--- config.mk ---
export PLATFORM = sky130hd
export DESIGN_NAME = svr_regs
export DESIGN_NICKNAME = d
export VERILOG_FILES = /design/src/rtl/svr_pkg.sv /design/src/rtl/svr_comm_timer.sv /design/src/rtl/svr_regs.sv
export VERILOG_INCLUDE_DIRS = /design/src /design/src/rtl
export SDC_FILE = /design/constraint.sdc
export NUM_CORES = 1
export LEC_CHECK = 0
export ABC_AREA = 1
export BUFFER_PORTS_ARGS = -buffer_cell sky130_fd_sc_hd__buf_2
export CAP_MARGIN = 0
export CORE_ASPECT_RATIO = 0.5
export CORE_MARGIN = 4
export CORE_UTILIZATION = 53
export CTS_CLUSTER_SIZE = 16
export DETAILED_ROUTE_END_ITERATION = 16
export GPL_TIMING_DRIVEN = 1
export HOLD_SLACK_MARGIN = 0.15
export PLACE_DENSITY_LB_ADDON = 0.1
export SYNTH_ARGS = -nofsm -noshare
export SYNTH_HDL_FRONTEND = slang
export SYNTH_HIERARCHICAL = 1
export SYNTH_SLANG_ARGS = --single-unit
--- constraint.sdc ---
create_clock -name CORE_CLK -period 2.6 [get_ports CORE_CLK]
set_input_delay 0.52 -clock CORE_CLK [delete_from_list [all_inputs] [get_ports CORE_CLK]]
set_output_delay 0.52 -clock CORE_CLK [all_outputs]
set_load 0.05 [all_outputs]
--- src/rtl/svr_consts.svh ---
`ifndef SVR_CONSTS_SVH
`define SVR_CONSTS_SVH

// word addresses on the register port
`define SVR_ADDR_W         5
`define SVR_ADDR_CFG       5'h0d
`define SVR_ADDR_SEV       5'h0e
`define SVR_ADDR_IRQ_STAT  5'h10
`define SVR_ADDR_IRQ_MASK  5'h11

// configuration / status word fields
`define SVR_B_CONFIGURED   0
`define SVR_B_ERROR        1
`define SVR_B_TMO_LO       2
`define SVR_B_TMO_HI       4
`define SVR_B_SFE          7
`define SVR_B_CH1_CONT     13
`define SVR_B_CH2_CONT     14
`define SVR_B_DL_REQ       15

// severe error word fields
`define SVR_SEV_W          9
`define SVR_SEV_SUM_HI     6
`define SVR_B_BUF_CTRL     12

// interrupt status / mask fields
`define SVR_IRQ_W          3
`define SVR_IRQ_TMO        0
`define SVR_IRQ_SEV        1
`define SVR_IRQ_DL_DONE    2

// reset values
`define SVR_CFG_RST        16'h0000
`define SVR_IRQ_MASK_RST   3'h0

// timing
`define SVR_CLK_PERIOD_NS  10
`define SVR_MS_CYCLES      ((1000000 + `SVR_CLK_PERIOD_NS - 1) / `SVR_CLK_PERIOD_NS)
`define SVR_TMO0_MS        16'd16000
`define SVR_TMO1_MS        16'd4000
`define SVR_TMO2_MS        16'd2000
`define SVR_TMO3_MS        16'd1000
`define SVR_TMO4_MS        16'd500
`define SVR_TMO5_MS        16'd250
`define SVR_TMO6_MS        16'd120
`define SVR_TMO7_MS        16'd60

`endif

--- src/rtl/svr_pkg.sv ---
`default_nettype none
package svr_pkg;

  typedef struct packed {
    logic       dl_req;
    logic       ch2_cont;
    logic       ch1_cont;
    logic [2:0] tmo_code;
    logic       force_err;
    logic       configured;
  } svr_cfg_s;

  typedef struct packed {
    logic [31:0] pre;
    logic [15:0] ms;
    logic        expired;
  } svr_tmr_s;

  typedef struct packed {
    svr_cfg_s    cfg;
    logic        buf_ctrl;
    logic [8:0]  sev;
    logic [7:0]  s1;
    logic [7:0]  s2;
    logic [7:0]  s3;
    logic [2:0]  irq_stat;
    logic [2:0]  irq_mask;
    logic        tmo_d;
    logic [15:0] rdata;
  } svr_regs_s;

endpackage

`default_nettype wire

--- src/rtl/svr_comm_timer.sv ---
`timescale 1ns/10ps
`default_nettype none
`include "svr_consts.svh"

module svr_comm_timer #(
  parameter int unsigned MS_CYCLES = `SVR_MS_CYCLES
) (
  input  wire logic       clk,
  input  wire logic       arst_n,
  input  wire logic       run,
  input  wire logic       kick,
  input  wire logic [2:0] code,
  output logic            expired
);
  import svr_pkg::*;

  svr_tmr_s r;
  svr_tmr_s next_r;

  function automatic logic [15:0] tmo_ms(input logic [2:0] c);
    case (c)
      3'h0:    tmo_ms = `SVR_TMO0_MS;
      3'h1:    tmo_ms = `SVR_TMO1_MS;
      3'h2:    tmo_ms = `SVR_TMO2_MS;
      3'h3:    tmo_ms = `SVR_TMO3_MS;
      3'h4:    tmo_ms = `SVR_TMO4_MS;
      3'h5:    tmo_ms = `SVR_TMO5_MS;
      3'h6:    tmo_ms = `SVR_TMO6_MS;
      default: tmo_ms = `SVR_TMO7_MS;
    endcase
  endfunction

  ////////////////////////////////////////////////////////////////////////
  // any bus access restarts the watch; flag holds until traffic resumes
  always_comb begin
    next_r = r;
    if (!run || kick) begin
      next_r.pre     = 32'h0;
      next_r.ms      = 16'h0;
      next_r.expired = 1'b0;
    end else if (!r.expired) begin
      if (r.pre == 32'(MS_CYCLES - 1)) begin
        next_r.pre = 32'h0;
        if (r.ms == tmo_ms(code) - 16'h1) begin
          next_r.ms      = 16'h0;
          next_r.expired = 1'b1;
        end else begin
          next_r.ms = r.ms + 16'h1;
        end
      end else begin
        next_r.pre = r.pre + 32'h1;
      end
    end
  end

  always_ff @(posedge clk or negedge arst_n) begin
    if (!arst_n) begin
      r <= '0;
    end else begin
      r <= next_r;
    end
  end

  assign expired = r.expired;
endmodule // svr_comm_timer

`default_nettype wire

--- src/rtl/svr_regs.sv ---
// Our own choice: the address-and-strobe port.
`timescale 1ns/10ps
`default_nettype none
`include "svr_consts.svh"

// Behaviour
// - word 13 write loads configuration; read of word 13 returns status
// - config bit 0 configures module; status bit 0 shows configured
// - config bit 1 forces error; status bit 1 is internal, forced or timeout error
// - bits 2-4 timeout code 16 s down to 60 ms, read back
// - status bit 7 is OR of severe error bits 0-6
// - bits 13 and 14 are channel 1 and 2 contingency, both views
// - bit 15 is constants download request, same place both views
// - word 14 reports severe causes; bit 0 EEPROM, bit 1 PROM; writes only load buffer control bit 12
// - severe bits 2-6 readback, logic, serial, diagnostic; bit 8 memory device
module svr_regs #(
  parameter int unsigned MS_CYCLES = `SVR_MS_CYCLES
) (
  input  wire logic                   CORE_CLK,
  input  wire logic                   ARST_N,
  input  wire logic [`SVR_ADDR_W-1:0] ADDR,
  input  wire logic [15:0]            WDATA,
  input  wire logic                   WR,
  input  wire logic                   RD,
  output logic      [15:0]            RDATA,
  input  wire logic [7:0]             SEV_ERR_IN,
  input  wire logic                   INT_ERR,
  input  wire logic                   DL_DONE,
  output var svr_pkg::svr_cfg_s       CFG,
  output logic                        ERR_PRESENT,
  output logic                        SEV_FATAL,
  output logic                        BUF_CTRL,
  output logic                        IRQ
);
  import svr_pkg::*;

  svr_regs_s   r;
  svr_regs_s   next_r;
  logic        tmo_expired;
  logic        wr_cfg;
  logic        wr_sev;
  logic        rd_cfg;
  logic        rd_sev;
  logic        err_now;
  logic [8:0]  sev_seen;
  logic [2:0]  ev;
  logic [2:0]  irq_clr;

  ////////////////////////////////////////////////////////////////////////
  // helpers

  function automatic logic hit(input logic [`SVR_ADDR_W-1:0] a,
                               input logic [`SVR_ADDR_W-1:0] want);
    hit = (a == want);
  endfunction

  // pin 7 feeds severe bit 8; severe bit 7 has no source
  function automatic logic [8:0] sev_map(input logic [7:0] p);
    sev_map = {p[7], 1'b0, p[6:0]};
  endfunction

  function automatic logic [15:0] status_word(input svr_cfg_s c,
                                              input logic     err,
                                              input logic     severe_fatal_summary);
    logic [15:0] w;
    w                                 = 16'h0000;
    w[`SVR_B_CONFIGURED]              = c.configured;
    w[`SVR_B_ERROR]                   = err;
    w[`SVR_B_TMO_HI:`SVR_B_TMO_LO]    = c.tmo_code;
    w[`SVR_B_SFE]                     = severe_fatal_summary;
    w[`SVR_B_CH1_CONT]                = c.ch1_cont;
    w[`SVR_B_CH2_CONT]                = c.ch2_cont;
    w[`SVR_B_DL_REQ]                  = c.dl_req;
    status_word                       = w;
  endfunction

  ////////////////////////////////////////////////////////////////////////
  // bus decode

  assign wr_cfg  = WR && hit(ADDR, `SVR_ADDR_CFG);
  assign wr_sev  = WR && hit(ADDR, `SVR_ADDR_SEV);
  assign rd_cfg  = RD && hit(ADDR, `SVR_ADDR_CFG);
  assign rd_sev  = RD && hit(ADDR, `SVR_ADDR_SEV);
  assign err_now = r.cfg.force_err | INT_ERR | tmo_expired;

  // a bit is taken only once the two late sync stages agree
  assign sev_seen = sev_map(r.s3 & ~(r.s2 ^ r.s3));

  assign ev[`SVR_IRQ_TMO]     = tmo_expired & ~r.tmo_d;
  assign ev[`SVR_IRQ_SEV]     = |(sev_seen & ~r.sev);
  assign ev[`SVR_IRQ_DL_DONE] = DL_DONE & r.cfg.dl_req;
  assign irq_clr = (WR && hit(ADDR, `SVR_ADDR_IRQ_STAT)) ? WDATA[`SVR_IRQ_W-1:0] : 3'h0;

  ////////////////////////////////////////////////////////////////////////
  // watchdog on controller traffic

  svr_comm_timer #(
    .MS_CYCLES (MS_CYCLES)
  ) u_timer (
    .clk     (CORE_CLK),
    .arst_n  (ARST_N),
    .run     (r.cfg.configured),
    .kick    (WR || RD),
    .code    (r.cfg.tmo_code),
    .expired (tmo_expired)
  );

  ////////////////////////////////////////////////////////////////////////
  // next state

  always_comb begin
    next_r       = r;
    next_r.s1    = SEV_ERR_IN;
    next_r.s2    = r.s1;
    next_r.s3    = r.s2;
    next_r.tmo_d = tmo_expired;
    // severe causes latch; only reset clears them, bus writes cannot
    next_r.sev   = r.sev | sev_seen;

    // firmware done pulse drops the request
    if (DL_DONE) begin
      next_r.cfg.dl_req = 1'b0;
    end
    if (wr_cfg) begin
      next_r.cfg.configured = WDATA[`SVR_B_CONFIGURED];
      next_r.cfg.force_err  = WDATA[`SVR_B_ERROR];
      next_r.cfg.tmo_code   = WDATA[`SVR_B_TMO_HI:`SVR_B_TMO_LO];
      next_r.cfg.ch1_cont   = WDATA[`SVR_B_CH1_CONT];
      next_r.cfg.ch2_cont   = WDATA[`SVR_B_CH2_CONT];
      // a write in the done cycle wins over the done pulse
      next_r.cfg.dl_req     = WDATA[`SVR_B_DL_REQ];
    end
    if (wr_sev) begin
      next_r.buf_ctrl = WDATA[`SVR_B_BUF_CTRL];
    end
    if (WR && hit(ADDR, `SVR_ADDR_IRQ_MASK)) begin
      next_r.irq_mask = WDATA[`SVR_IRQ_W-1:0];
    end
    // set beats clear so no event is lost
    next_r.irq_stat = (r.irq_stat & ~irq_clr) | ev;

    next_r.rdata = 16'h0000;
    if (RD) begin
      unique case (1'b1)
        hit(ADDR, `SVR_ADDR_CFG): begin
          next_r.rdata = status_word(r.cfg, err_now, |r.sev[`SVR_SEV_SUM_HI:0]);
        end
        hit(ADDR, `SVR_ADDR_SEV): begin
          next_r.rdata = {7'h00, r.sev};
        end
        hit(ADDR, `SVR_ADDR_IRQ_STAT): begin
          next_r.rdata = {13'h0000, r.irq_stat};
        end
        hit(ADDR, `SVR_ADDR_IRQ_MASK): begin
          next_r.rdata = {13'h0000, r.irq_mask};
        end
        default: begin
          next_r.rdata = 16'h0000;
        end
      endcase
    end
  end

  always_ff @(posedge CORE_CLK or negedge ARST_N) begin
    if (!ARST_N) begin
      r          <= '0;
      r.cfg      <= svr_cfg_s'(`SVR_CFG_RST);
      r.irq_mask <= `SVR_IRQ_MASK_RST;
    end else begin
      r <= next_r;
    end
  end

  ////////////////////////////////////////////////////////////////////////
  // outputs

  assign RDATA       = r.rdata;
  assign CFG         = r.cfg;
  assign ERR_PRESENT = err_now;
  assign SEV_FATAL   = |r.sev[`SVR_SEV_SUM_HI:0];
  assign BUF_CTRL    = r.buf_ctrl;
  assign IRQ         = |(r.irq_stat & r.irq_mask);
endmodule // svr_regs

`default_nettype wire
==> run metrics <==
ratio of cells with drive above 1 in the final layout 14.1%; crit path launch type flip-flop; CP arrival 2430 ps; syn_area_per_cell 7.39 µm²; r2r startpoint CFG[4]$_DFFE_PN0P_; Tmin final 2180 ps; flops & latches, synth 109; CP max FO 10; Primary FF master, synth dfrtp_1; Worst Tran Pin Value 543 ps; register area share after synthesis 43.4%; cell count after synthesis 851; number of DRC markers in iteration 0 387; Final setup viols 0; commonest cells in the netlist 253 x nand2_1, 113 x nor2_1, 109 x dfrtp_1; drt pass-1 iters 5; Final Core Density 61.0%; Synth area leaders dfrtp_1 43%, nand2_1 15%, nor2_1 6.7%; Crit. End Element flip-flop; TritonCTS clock tree yes; HPWL Detailed 11100 µm; Setup Buffers After CTS 0; post-synth cell types 40; Rel. slew slack 63.8%; ys async rst share 100%; row count 27; Filler Cell Count 1095; DR WL/cell 14.3 µm; Power Density 552 nW/µm²; vias in the first global route 5356; fin. max-slew vios 0; CTS H-tree depth 3; largest net degree at the start of global routing 41; reg-to-reg critical path endpoint u_timer/r[5]$_DFFE_PN0P_; total gr overflow 0; Leak 3.25 nW; initial antenna violation count 0; first-pass GRT wire length 26100 µm; maximum VDD drop 0.311 mV; area of the multi-input gates 2940 µm²; Post-DP Area 6570 µm²; final wirelength 15000 µm; Core ar. 11300 µm²; Hold Crit Class input pin to asynchronous set/reset pin; Warnings, synthesis 6; register clock-pin slew on the reported worst setup and hold paths 80 ps; status finished, final reports clean; met2 wire len 6550 µm; critical path class flip-flop to flip-flop; Die H 85.0 µm; vias per inst 5.27; Critical Path Start CFG[4]$_DFFE_PN0P_; Routed Antenna Nets 0; Final Non-Filler Cells 1051; met3 wire len 964 µm; worst-case reg-to-reg path depth 14; GR Util All Layers 23.2%; CTS Sinks 109; Port Buffers 51; top-count cell post-synth nand2_1; share of the synthesized area in the top cell type 43.4%; via count 5543; IO Count 63; Hold Buf Count CTS 0; unrepaired setup endpoints after global routing no; Synth area leader dfrtp_1; setup_tns 0 ps; M1 wire length 7300 µm; f_max 458 MHz; Max Root-Sink Buffers 2; final worst-path cycle share 84.0%; Critical Path RT 2850 ps; Post-synth EDFFs 0; remaining routing DRC violations 0; root buf cell clkbuf_16; Tot Pwr 3.80 mW; crit path to u_timer/r[5]$_DFFE_PN0P_; Antenna Cells 0; mapped cell area 6290 µm²; GP Congestion 0.952; Worst-Skew Late Latency 350 ps; Finished Cell Area 6880 µm²; DIE AREA 13800 µm²; Final Hold Vio Count 0; Fin Clk Skew 6.44 ps; total CTS buffers 9; Starting Density 55.7%; Reg2Reg Setup Slack 420 ps; register area 2730 µm²; area grow syn2layout 9.43%; Max-Cap Viols 0; Post-layout nets 925; Die X 162 µm; post-cts resize count 0; Placed Cells incl. Taps 1035; Top Metal Used met4
[placed cells by master (no fill, tap or decap), types with 2 or more instances in the layout]
cell and instances:
conb_1 4, buf_2 50, nand2_2 5, nor2_1 113
nand4_1 40, nand2_1 253, a21oi_2 2, dfrtp_1 109
a21oi_1 5, o21ai_2 3, nor3_1 18, inv_2 7
clkinv_8 2, o21ai_1 4, buf_4 11, xor2_1 17
ha_1 3, xnor2_1 2, nand3_2 7, o21ai_0 33
inv_8 3, nor2_2 7, nand3_1 69, or2_2 3
o22ai_1 7, inv_1 84, clkbuf_16 9, nor2_4 7
[state kept, by name (all words and copies together), names as in the netlist]
signal	cells
RDATA	12
BUF_CTRL	1
u_timer/expired	1
next_r	16
CFG	8
r	23
u_timer/r	48
[metal layers]
layer | GRT usage, % | vias to the layer above
li1 | - | 2774
met4 | 5.30 | 0
met1 | 33.0 | 2578
met3 | 4.80 | 18
met2 | 36.9 | 173
met5 | 0 | -
[power breakdown]
group	internal (mW)	leakage, nW	switching [mW]
sequential	1.76	1.40	0.0492
clock	0.716	0.154	0.693
combinational	0.158	1.69	0.425
[per-stage QoR]
stage                     setup WS (ps)  hold slack, ps
after floorplan                     645             224
after global placement              470             334
after detailed placement            445             336
after CTS                           433             163
after global routing                146             185
final                               415             140
[how the worst min path moves through the flow]
stage	endpoint	cells past startpoint	slack (ps)
finish	u_timer/r[17]$_DFFE_PN0P_	1	140
global route	u_timer/r[17]$_DFFE_PN0P_	1	180
floorplan	BUF_CTRL$_DFFE_PN0P_	0	220
detailed placement	next_r[23]$_DFF_PN0_	0	340
CTS	u_timer/r[17]$_DFFE_PN0P_	1	160
global placement	next_r[30]$_DFF_PN0_	0	330
[critical path, stage by stage, from the launching register on]
cell and delay (ps):
dfrtp_1 490, inv_4 80, a21oi_1 110, o21ai_0 100
ha_1 320, nand2_1 100, inv_1 50, nor2_1 80
nand3_1 70, nor2_1 110, nand3_1 100, nor2_2 160
nand3_4 160, nand2_1 100, nand2_1 50
[cell type report]
| type | instances | area share, % |
|---|---|---|
| Tap cell | 159 | 2.89 |
| Sequential cell | 109 | 39.6 |
| Inverter | 93 | 5.11 |
| Clock buffer | 10 | 3.47 |
| Clock inverter | 6 | 1.09 |
| Multi-Input combinational cell | 612 | 42.7 |
| Timing Repair Buffer | 62 | 5.13 |
[logic make-up (layout without fill, tap and decap cells)]
family	count (synthesis)	in the layout	synth area share [%]
buf+inv	133	171	10.1
fa+ha+maj	3	3	0.597
other cells	1	4	0.0596
xor+xnor	19	19	2.65
compound gates	56	56	5.21
simple gates	530	530	38.0
flops	109	109	43.4
(Power assumes the default switching activity.)
